## src/hdl/rirq_pkg.sv

```systemverilog
// rirq_pkg: constants for the reader interrupt status and mask block
package rirq_pkg;
    // register offsets on the register port
    localparam logic [7:0] ADDR_PROTO_CTRL = 8'h01;
    localparam logic [7:0] ADDR_STATUS = 8'h0C;
    localparam logic [7:0] ADDR_MASK = 8'h0D;
    localparam logic [7:0] ADDR_COL_POS = 8'h0E;

    // reset values
    localparam logic [7:0] STATUS_RESET = 8'h00;
    localparam logic [7:0] MASK_RESET = 8'h3E;
    localparam logic [7:0] COL_POS_RESET = 8'h00;
    localparam logic NO_RX_CRC_RESET = 1'b0;

    // status bit positions
    localparam int ST_TX = 7;
    localparam int ST_RX = 6;
    localparam int ST_FIFO = 5;
    localparam int ST_CRC = 4;
    localparam int ST_PARITY = 3;
    localparam int ST_FRAMING = 2;
    localparam int ST_COL = 1;
    localparam int ST_NORESP = 0;

    // mask register fields: enables in 5:0, collision position bits 9:8 in 7:6
    localparam int MASK_COL_LSB = 6;
    localparam int MASK_EN_MSB = 5;
    localparam int COL_POS_W = 10;

    // no-rx-crc option bit in the protocol control register
    localparam int PROTO_NO_RX_CRC = 7;

    // which status bits may change in each phase
    localparam logic [7:0] TX_CHANGE_MASK = 8'hA0;
    localparam logic [7:0] RX_CHANGE_MASK = 8'h40;
    // error causes held back while receiving and posted at its end
    localparam logic [7:0] RX_ERR_MASK = 8'h1E;
    // transmit and receive flags always take part in the end-of-phase request
    localparam logic [7:0] PHASE_FLAG_EN = 8'hC0;

    // collision detection thresholds at 106 kbps
    localparam logic [3:0] COL_THRESH_LOW = 4'h6;
    localparam logic [3:0] COL_THRESH_HIGH = 4'h7;

    // transfer phase tracker
    typedef enum logic [1:0] {
        RIRQ_PH_IDLE = 2'b00,
        RIRQ_PH_TX = 2'b01,
        RIRQ_PH_RX = 2'b10
    } rirq_phase_t;
endpackage

```

## src/hdl/rirq_flag_if.sv

```systemverilog
// rirq_flag_if: set, clear and value lines of a sticky flag bank
`timescale 1ns/1ps
interface rirq_flag_if #(parameter int W = 8);
    logic [W-1:0] set;
    logic clr;
    logic [W-1:0] q;
    modport bank (input set, input clr, output q);
    modport ctrl (output set, output clr, input q);
endinterface

```

## src/hdl/rirq_top.sv

```systemverilog
// rirq_top: interrupt status, mask and collision position logic of the reader
`timescale 1ns/1ps
module rirq_top
    import rirq_pkg::*;
(
    input wire logic clk,                // system clock, 125 MHz
    input wire logic rstn,               // power-on reset, async, active low
    input wire logic chip_en,            // chip enable pin, low holds reset values except in phase, decoder_enable and the read port
    input wire logic [7:0] reg_addr,     // register port address
    input wire logic [7:0] reg_wdata,    // register port write data
    input wire logic reg_wr,             // register write strobe, one cycle
    input wire logic reg_rd,             // register read strobe, one cycle
    output logic [7:0] reg_rdata,        // read data, valid with reg_rdata_valid
    output logic reg_rdata_valid,        // one-cycle read answer
    input wire logic tx_active,          // transmit phase in progress
    input wire logic rx_active,          // receive phase in progress, from sof
    input wire logic fifo_level_hit,     // fifo reached high or low level, pulse
    input wire logic crc_err,            // receive crc failure, pulse
    input wire logic parity_err,         // character parity failure, pulse
    input wire logic framing_err,        // byte framing failure, pulse
    input wire logic eof_err,            // end-of-frame failure, pulse
    input wire logic collision_hit,      // collision seen outside 106 kbps counting
    input wire logic [3:0] col_hits,     // detections within current bit period
    input wire logic bit_period_end,     // end of one 106 kbps bit period, pulse
    input wire logic rate_106k,          // type A running at 106 kbps
    input wire logic col_thresh_seven,   // collision threshold 7 instead of 6
    input wire logic noresp_timeout,     // no-response wait time expired, pulse
    input wire logic mode_type_a,        // type A proximity protocol selected
    input wire logic mode_vicinity,      // vicinity protocol selected
    input wire logic single_subcarrier,  // vicinity single subcarrier selected
    input wire logic err_pos_valid,      // collision or error position valid, pulse
    input wire logic [9:0] err_pos,      // collision or error bit position
    output logic irq,                    // interrupt request, active high
    output logic decoder_enable          // receive decoder enabled
);
    // status flag bank carrier: set and clear in, flag values out
    rirq_flag_if #(.W(8)) flags ();

    // phase tracking
    rirq_phase_t phase;
    rirq_phase_t next_phase;

    // host-visible register state
    logic [7:0] mask_en;
    logic [1:0] col_pos_hi;
    logic [7:0] col_pos_lo;
    logic no_rx_crc;

    // cause assembly
    logic [7:0] rx_pend;
    logic [7:0] raw_ev;
    logic [7:0] allow;
    logic [7:0] status_set;
    logic [7:0] irq_en;
    logic [3:0] col_thresh;
    logic col_ev;

    // phase edges
    logic tx_start;
    logic rx_start;
    logic tx_end;
    logic rx_end;
    logic phase_end;

    // register port strobes and clear reasons
    logic status_clr;
    logic status_rd;
    logic mask_rd;
    logic colpos_rd;
    logic proto_wr;
    logic mask_wr;

    // request line raise term
    logic irq_raise;

    // register port decode
    assign status_rd = reg_rd && (reg_addr == ADDR_STATUS);
    assign mask_rd = reg_rd && (reg_addr == ADDR_MASK);
    assign colpos_rd = reg_rd && (reg_addr == ADDR_COL_POS);
    assign proto_wr = reg_wr && (reg_addr == ADDR_PROTO_CTRL);
    assign mask_wr = reg_wr && (reg_addr == ADDR_MASK);

    // every reason for clearing the status in one term
    // (enable pin low, protocol control write, acknowledging status read)
    assign status_clr = !chip_en || proto_wr || status_rd;

    // phase tracker, transmit takes precedence over receive
    always_comb begin
        if (tx_active) begin
            next_phase = RIRQ_PH_TX;
        end else if (rx_active) begin
            next_phase = RIRQ_PH_RX;
        end else begin
            next_phase = RIRQ_PH_IDLE;
        end
    end

    always_ff @(posedge clk or negedge rstn) begin
        if (!rstn) begin
            phase <= RIRQ_PH_IDLE;
        end else begin
            phase <= next_phase;
        end
    end

    // phase edges
    assign tx_start = (next_phase == RIRQ_PH_TX) && (phase != RIRQ_PH_TX);
    assign rx_start = (next_phase == RIRQ_PH_RX) && (phase != RIRQ_PH_RX);
    assign tx_end = (phase == RIRQ_PH_TX) && (next_phase != RIRQ_PH_TX);
    assign rx_end = (phase == RIRQ_PH_RX) && (next_phase != RIRQ_PH_RX);
    assign phase_end = tx_end || rx_end;

    // collision detection per protocol and rate
    assign col_thresh = col_thresh_seven ? COL_THRESH_HIGH : COL_THRESH_LOW;
    always_comb begin
        col_ev = 1'b0;
        if (mode_type_a) begin
            if (rate_106k) begin
                col_ev = bit_period_end && (col_hits > col_thresh);
            end else begin
                col_ev = collision_hit;
            end
        end else if (mode_vicinity && single_subcarrier) begin
            col_ev = collision_hit;
        end
    end

    // raw causes before phase gating
    always_comb begin
        raw_ev = 8'h00;
        raw_ev[ST_TX] = tx_start;
        raw_ev[ST_RX] = rx_start;
        raw_ev[ST_FIFO] = fifo_level_hit;
        raw_ev[ST_CRC] = crc_err && !no_rx_crc;
        raw_ev[ST_PARITY] = parity_err && mode_type_a;
        raw_ev[ST_FRAMING] = framing_err || eof_err;
        raw_ev[ST_COL] = col_ev;
        raw_ev[ST_NORESP] = noresp_timeout && mode_vicinity;
    end

    // which bits may change in the current phase
    always_comb begin
        allow = 8'hFF;  // idle lets every cause through
        unique case (next_phase)
            RIRQ_PH_TX: allow = TX_CHANGE_MASK;
            RIRQ_PH_RX: allow = RX_CHANGE_MASK;
            RIRQ_PH_IDLE: allow = 8'hFF;
        endcase
    end

    // errors found during receive wait here and post at receive end; the
    // host must not see an error before the frame is over, and dropping it
    // would lose the reason for a failed frame
    always_ff @(posedge clk or negedge rstn) begin
        if (!rstn) begin
            rx_pend <= STATUS_RESET;
        end else if (!chip_en || proto_wr || rx_end) begin
            rx_pend <= STATUS_RESET;
        end else if (next_phase == RIRQ_PH_RX) begin
            rx_pend <= rx_pend | (raw_ev & RX_ERR_MASK);
        end
    end

    // flag bank inputs, masked causes are still recorded
    assign status_set = (raw_ev & allow) | (rx_end ? rx_pend : STATUS_RESET);
    assign flags.set = chip_en ? status_set : STATUS_RESET;
    assign flags.clr = status_clr;

    // sticky status flags, a set beats a clear
    rirq_flags #(.W(8)) u_flags (
        .clk (clk),
        .rstn (rstn),
        .f (flags)
    );

    // interrupt enables: phase flags always, others from the mask
    assign irq_en = PHASE_FLAG_EN | {2'b00, mask_en[MASK_EN_MSB:0]};

    // line rises at phase end for any enabled pending cause, or at once
    // for an enabled cause outside receive (fifo refill, no response)
    always_comb begin
        irq_raise = 1'b0;
        if (phase_end) begin
            irq_raise = |((flags.q | status_set) & irq_en);
        end else if (next_phase != RIRQ_PH_RX) begin
            irq_raise = |(status_set & irq_en & ~PHASE_FLAG_EN);
        end
    end

    // interrupt line: a new request wins over a clear in the same cycle,
    // so a cause landing in the acknowledging read cycle is not lost;
    // chip enable low still forces the line down
    always_ff @(posedge clk or negedge rstn) begin
        if (!rstn) begin
            irq <= 1'b0;
        end else if (!chip_en) begin
            irq <= 1'b0;
        end else if (irq_raise) begin
            irq <= 1'b1;
        end else if (status_clr) begin
            irq <= 1'b0;
        end
    end

    // enable bits of the mask register
    always_ff @(posedge clk or negedge rstn) begin
        if (!rstn) begin
            mask_en <= MASK_RESET;
        end else if (!chip_en) begin
            mask_en <= MASK_RESET;
        end else if (mask_wr) begin
            mask_en <= {2'b00, reg_wdata[MASK_EN_MSB:0]};
        end
    end

    // collision position bits 9..8, read to clear, capture wins over clear
    // so a fresh position is never lost to a read in the same cycle
    always_ff @(posedge clk or negedge rstn) begin
        if (!rstn) begin
            col_pos_hi <= MASK_RESET[7:MASK_COL_LSB];
        end else if (!chip_en) begin
            col_pos_hi <= MASK_RESET[7:MASK_COL_LSB];
        end else if (err_pos_valid) begin
            col_pos_hi <= err_pos[COL_POS_W-1:8];
        end else if (mask_rd) begin
            col_pos_hi <= 2'b00;
        end
    end

    // collision or error position bits 7..0, read to clear
    always_ff @(posedge clk or negedge rstn) begin
        if (!rstn) begin
            col_pos_lo <= COL_POS_RESET;
        end else if (!chip_en) begin
            col_pos_lo <= COL_POS_RESET;
        end else if (err_pos_valid) begin
            col_pos_lo <= err_pos[7:0];
        end else if (colpos_rd) begin
            col_pos_lo <= COL_POS_RESET;
        end
    end

    // shadow of the no-rx-crc option, taken from protocol control writes
    always_ff @(posedge clk or negedge rstn) begin
        if (!rstn) begin
            no_rx_crc <= NO_RX_CRC_RESET;
        end else if (!chip_en) begin
            no_rx_crc <= NO_RX_CRC_RESET;
        end else if (proto_wr) begin
            no_rx_crc <= reg_wdata[PROTO_NO_RX_CRC];
        end
    end

    // read answer, value before any read-to-clear takes effect
    // reads of write-only or unknown addresses answer zero
    always_ff @(posedge clk or negedge rstn) begin
        if (!rstn) begin
            reg_rdata <= 8'h00;
            reg_rdata_valid <= 1'b0;
        end else begin
            reg_rdata_valid <= reg_rd;
            if (reg_rd) begin
                unique case (reg_addr)
                    ADDR_STATUS: reg_rdata <= flags.q;
                    ADDR_MASK: reg_rdata <= {col_pos_hi, mask_en[MASK_EN_MSB:0]};
                    ADDR_COL_POS: reg_rdata <= col_pos_lo;
                    default: reg_rdata <= 8'h00;
                endcase
            end
        end
    end

    // decoder is switched off for the whole transmit phase
    // it follows the transmit level one cycle late, as a registered output
    always_ff @(posedge clk or negedge rstn) begin
        if (!rstn) begin
            decoder_enable <= 1'b1;
        end else begin
            decoder_enable <= !tx_active;
        end
    end
endmodule

```

## src/hdl/rirq_flags.sv

```systemverilog
// rirq_flags: bank of sticky flags where a set beats a clear
`timescale 1ns/1ps
module rirq_flags
    import rirq_pkg::*;
#(
    parameter int W = 8
) (
    input wire logic clk,   // system clock
    input wire logic rstn,  // async reset, active low
    rirq_flag_if.bank f     // set, clear and flag value
);
    logic [W-1:0] flag;

    // a flag set in the clearing cycle survives the clear
    always_ff @(posedge clk or negedge rstn) begin
        if (!rstn) begin
            flag <= '0;
        end else begin
            flag <= f.set | (flag & ~{W{f.clr}});
        end
    end

    assign f.q = flag;
endmodule

```

## config.mk

```make
export PLATFORM = sky130hd
export DESIGN_NAME = rirq_top
export DESIGN_NICKNAME = d
export VERILOG_FILES = /design/src/hdl/rirq_pkg.sv /design/src/hdl/rirq_flag_if.sv /design/src/hdl/rirq_top.sv /design/src/hdl/rirq_flags.sv
export SDC_FILE = /design/constraint.sdc
export NUM_CORES = 1
export LEC_CHECK = 0
export BUFFER_PORTS_ARGS = -buffer_cell sky130_fd_sc_hd__buf_2
export CAP_MARGIN = 40
export CORE_MARGIN = 2
export CORE_UTILIZATION = 45
export DETAILED_ROUTE_END_ITERATION = 10
export PLACE_DENSITY = 0.71
export SYNTH_ARGS = -nofsm -noshare
export SYNTH_HDL_FRONTEND = slang
export SYNTH_SLANG_ARGS = --single-unit
export TNS_END_PERCENT = 50
```

## constraint.sdc

```tcl
create_clock -name clk -period 4.6 [get_ports clk]
set_clock_uncertainty 0.2 [all_clocks]
set_input_delay 0.23 -clock clk [delete_from_list [all_inputs] [get_ports clk]]
set_output_delay 0.23 -clock clk [all_outputs]
set_load 0.005 [all_outputs]
```

---- Word-level counts from Yosys, hierarchy flattened ----
Cells that the tools add are included.
word-level totals
  input bits .............................. 51
  output and inout bits ................... 11
  RAM bits ................................ 0
  bits in read-only memories .............. 0
  latch bits .............................. 0
  bits in registers ....................... 46
  memories ................................ 0
cells by class
  mux-type cells .......................... 27
  multipliers ............................. 0
  divide/modulo/power cells ............... 0
  shifts and indexed selects .............. 0
  bitwise logic cells ..................... 9
  add/sub/neg operators ................... 0
  reduce and logical (&&, ||, !) cells .... 26
  order comparisons ....................... 1
  eq/ne operators ......................... 17
operators with widths
  cell                                                                    count
  8-bit 2-to-1 mux                                                        7
  8-bit case mux with 3 select lines                                      2
  8-bit AND                                                               3
  8-bit by 4-bit equality test with 1-bit output (second input constant)  3
  8-bit OR                                                                3
  1-bit logical AND                                                       14
  6-bit 2-to-1 mux                                                        2
  1-bit 2-to-1 mux                                                        11
  2-bit 2-to-1 mux                                                        5
  3-bit by 1-bit != test with 1-bit output (second input constant)        3
  8-bit by 1-bit equality test with 1-bit output (second input constant)  1
  2-bit by 1-bit != test with 1-bit output (second input constant)        4
  8-bit inverter                                                          1
  8-bit by 5-bit OR with 8-bit output                                     1
  8-bit OR reduction                                                      1
  6-bit AND                                                               1
  6-bit OR reduction                                                      1
  1-bit logical OR                                                        5
  2-bit by 1-bit equality test with 1-bit output (second input constant)  2
  2-bit equality test (second input constant)                             2
  4-bit by 3-bit greater-than comparator with 1-bit output                1
  2-bit != test (second input constant)                                   2
  1-bit zero test                                                         3
  2-bit zero test                                                         1
  2-bit nonzero test                                                      1

---- Logic depth before layout (Yosys ltp) ----
  word-level depth ........................ 13
  gate-level depth with buffers ........... 7
  mapped depth without buffers ............ 7

---- Modules after synthesis ----
Synthesis repeated with hierarchy kept, for this count alone.
second synthesis, totals
  cells, all modules ...................... 204
  area, all modules ....................... 2075.7 um^2
modules (own cells, without submodules)
  module      times used  area an instance (um^2)  cells each
  rirq_top    1           1811.7                   187
  rirq_flags  1           264.0                    17

---- Worst setup path before layout ----
No wires, ideal clock.
  path type ............................... input to register
  start point ............................. input port reg_addr[5]
  end point ............................... register u_flags.flag[2], in the netlist u_flags.f.q[2]
  path buffers ............................ 1
  arrival ................................. 1417 ps
  cell stages on the path ................. 6
  slack ................................... 2854 ps
  setup time .............................. 130 ps
  path through ............................ nor4_4 -> nand4_1 -> o31a_1 -> buf_2 -> a222oi_1 -> nor2b_1
between the ends
  cells in the longest elaborated chain, start to end .. 7
ends and longest elaborated chain
  what                                            line              RTL
  start, declared                                 rirq_top.sv:9     input wire logic [7:0] reg_addr,
  8-bit by 1-bit equality test with 1-bit output  rirq_top.sv:80    assign proto_wr = reg_wr && (reg_addr == ADDR_PROTO_CTRL);
  1-bit logical AND                               rirq_top.sv:80
  1-bit logical OR                                rirq_top.sv:85    assign status_clr = !chip_en || proto_wr || status_rd;
  1-bit logical OR (*)                            rirq_top.sv:85
  8-bit inverter (*)                              rirq_flags.sv:19  flag <= f.set | (flag & ~{W{f.clr}});
  8-bit AND (*)                                   rirq_flags.sv:19
  8-bit OR (*)                                    rirq_flags.sv:19
  end signal, assigned                            rirq_flags.sv:19
  end, declared                                   rirq_flags.sv:12  logic [W-1:0] flag;
Mark *: on every way between the ends. The rest lies on a longest branch, timed or not.
A chain may end at the register's enable or synchronous reset.

---- Worst setup path after layout ----
  start point ............................. input port reg_rd
  end point ............................... register u_flags.flag[2], in the netlist u_flags.f.q[2]
between the ends
  cells in the longest elaborated chain, start to end .. 5
ends and longest elaborated chain
  what               line              RTL
  start, declared    rirq_top.sv:12    input wire logic reg_rd,
  1-bit logical AND  rirq_top.sv:77    assign status_rd = reg_rd && (reg_addr == ADDR_STATUS);
  1-bit logical OR   rirq_top.sv:85
  8-bit inverter     rirq_flags.sv:19
  8-bit AND          rirq_flags.sv:19
  8-bit OR           rirq_flags.sv:19
No other way between the ends.

==> flow_summary.ini <==
[clock_tree]
cts_root_buffer = clkbuf_8
worstSkewPairLatency_ns = 0.29
post_cts.resized_instances = 0
tritoncts = done
ctsHtreeMaxLevel = 2
post-cts-setup-buffer-count = 0
cts.sinks = 42
cts-buffers-inserted = 5
clk_transition_reported_paths_ns = 0.08
cts-root-to-sink-buffers = 2

[place]
cell_area_placed_um2 = 2390
dpl.cell_count = 305
gp_routability_congestion = 0.894
portBuffers = 60
detailed_place_hpwl_mm = 3.41
post_place_setup_slack_ns = 2.19

[finish]
layout.cells.most_common = buf_2
layout.area.seq_um2 = 1060
mostFrequentLayoutCells = buf_2, dfrtp_1, dlygate4sd3_1
finalNetCount = 332
antenna_cells = 0
multi_input_gate_area_in_the_final_layout_um2 = 906
fillerInstances = 390
layout-drive-gt1-share = 0.278
fin_area_um2 = 2700
final_cells = 333
flow.area_growth_from_synthesis_pct = 32.0

[route]
initialDrtViolationCount = 105
wl_per_cell_um = 14.0
number_of_iterations_in_the_first_detailed_routing_pass = 5
ant_nets = 0
vias_per_cell = 5.36
route.final.wire_length_mm = 4.65
detail_route.drc_violations = 0
route.vias.total = 1784

[setup_path]
slowest_delay_ns = 0.52
crit_path_max_fanout = 11
worstPathArrival_ns = 2.37
type_of_element_launching_the_critical_path = input pin
critPathBufInv = 2
worst_setup_path_end_kind = flop
critical_path.slowest_cell = dlygate4sd3_1
crit_family = compound AO/OA/AOI/OAI gates
critPathKind = in -> reg
critical_path_cell_by_cell = dlygate4sd3_1 -> buf_2 -> nand4_1 -> o31a_1 -> a222oi_1 -> nor2b_1
worstPathRequired_ns = 4.57

[timing]
min_period_over_period = 0.521
post_route_hold_slack_ns = 0.0192
finalWorstPathRequiredPeriod_ns = 2.40
setup_repair_after_global_routing_missed_its_margin = false
drv_slew = 0
finalSetupViolCount = 0
tightestPinTransition_ns = 0.710
timing.fmax_mhz = 417
timing.slew.headroom = 0.526
fin_setup_tns_ns = 0
finalWorstSetupSlack_ns = 2.20
report.final.hold_viol_count = 0

[global_route]
met1_usage = 0.263
met2_routing_resource_usage_after_global_routing = 0.329
grt_first_pass_wirelength_mm = 7.89
pin_count_of_the_biggest_net_entering_global_routing = 30
antenna_found_initial = 0
grt_overflow_total = 0
grt.total_usage = 0.198
via_count_of_the_first_global_routing_pass = 1742
gr_met3_demand_resource = 0.0450
gr-max-usage-layer = met2

[synthesis]
dominant_combinational_cell_family_by_area_after_synthesis = compound AO/OA/AOI/OAI gates
share_of_synthesized_cell_area_in_full_adder_half_adder_and_majority_cells = 0.00612
postSynthAreaPerCell_um2 = 10.2
synth_flop_cell = dfrtp_1
synthesis_stage_register_bit_count = 42
xor_xnor_cell_area_share_of_the_yosys_netlist = 0
postSynth.asyncResetShare = 1.00
synth_compound_area_frac = 0.199
syn-num-nets = 253
synth-warning-count = 0
post_synth_inst_count = 201
synth_enable_flop_cells = 0
syn_area_um2 = 2050
synth_mux_area_frac = 0.0783
synth_sequential_area_ratio = 0.517
synthDistinctLibCells = 37
synthSimpleGateAreaFrac = 0.159

[die]
std_cell_rows = 24
start_util = 0.470
die_area_um2 = 5100
design.core.area_um2 = 4350
die_height_um = 71.4
top_level_ports = 62
chipWidth_um = 71.4

[job]
maxCapViolCount = 0

[hold_path]
hold_path.class = in -> reg

[power]
p_per_area_nw_per_um2 = 290
static-leakage-power_nw = 1.28
power.ir.vdd_worst_v = 0.000157

[run_status]
status = completed
[worst reg2reg max path, cell delays in order (launching register included)]
cell	delay, ns
dfstp_2	0.40
a222oi_1	0.34
and3_1	0.21
a32oi_1	0.09
o31ai_1	0.24
o211ai_1	0.13
[state kept, by name, summed over array words and instances (netlist names)]
signal           flops
reg_rdata            8
irq                  1
col_pos_lo           8
phase                2
mask_en              6
reg_rdata_valid      1
no_rx_crc            1
rx_pend              4
decoder_enable       1
col_pos_hi           2
u_flags.f.q          8
[metrics by stage]
| stage | power [mW] | utilization |
|---|---|---|
| 2_1_floorplan | 0.446 | - |
| 5_1_grt | 0.821 | 0.620 |
| 3_5_place_dp | 0.493 | 0.550 |
| 3_3_place_gp | 0.490 | 0.545 |
| 4_1_cts | 0.789 | 0.620 |
| 6_report | 0.782 | 0.620 |
[cells in the mapped netlist (2+ instances only)]
cell,count,share of area
o22ai_1,9,0.028
nor2b_1,7,0.021
mux2i_1,16,0.078
or2_2,2,0.0061
buf_2,2,0.0049
inv_1,12,0.022
dfrtp_1,36,0.44
a2bb2oi_1,2,0.0086
nand2b_1,4,0.012
clkbuf_1,6,0.011
a222oi_1,3,0.015
dfstp_2,6,0.077
a21boi_0,8,0.029
nand3_1,5,0.012
a22o_1,8,0.034
nand3b_1,2,0.0073
a31oi_1,2,0.0061
a21oi_1,13,0.032
nor2_1,17,0.031
nand2_1,19,0.035
a32oi_1,4,0.017
nand4_1,2,0.0061
a22oi_1,2,0.0073
[path summary, 6_finish.rpt]
| path | startpoint | endpoint | slack (ns) | depth (start not counted) |
|---|---|---|---|---|
| max in group asynchronous | rstn | decoder_enable$_DFF_PN1_ | 3.50 | 3 |
| worst max register to register | mask_en[5]$_DFFE_PN1P_ | irq$_DFFE_PN0P_ | 2.86 | 5 |
| min in group asynchronous | rstn | reg_rdata[5]$_DFFE_PN0P_ | 0.17 | 2 |
| worst min-delay path | reg_wdata[0] | mask_en[0]$_DFFE_PN0P_ | 0.02 | 3 |
| worst min register to register | col_pos_lo[1]$_DFFE_PN0P_ | col_pos_lo[1]$_DFFE_PN0P_ | 0.31 | 1 |
| worst max-delay path | reg_rd | u_flags.f.q[2]$_DFF_PN0_ | 2.20 | 6 |
[routing by layer]
layer / wire [um] / vias to the layer above / part of all wire
li1: - / 885 / -
met1: 2090 / 825 / 0.45
met2: 2220 / 68 / 0.48
met3: 290 / 6 / 0.062
met4: 50 / 0 / 0.011
met5: 0 / - / 0
[where the power goes]
group / switching (mW) / internal [mW]
Sequential: 0.00855 / 0.383
Clock: 0.121 / 0.162
Combinational: 0.0510 / 0.0559
Total: 0.181 / 0.602
[layout make-up]
class                   count  share of cell area
flip-flops and latches     42               0.392
multi-input cells         138               0.335
repair buffers             81               0.193
clock buffers               7              0.0283
well taps                  52              0.0241
inverters                  12              0.0167
clock inverters             1              0.0111
[cell families after synthesis]
group / after synthesis
simple gates: 64
compound gates: 57
flops: 42
buf+inv: 21
mux: 16
fa+ha+maj: 1
[repair_timing]
item | CTS | global route
hold buffers | 20 | 0
setup endpoints to repair | 0 | 0
endpoints found under the hold margin | 56 | 0
Power figures use the tool's default switching activity.
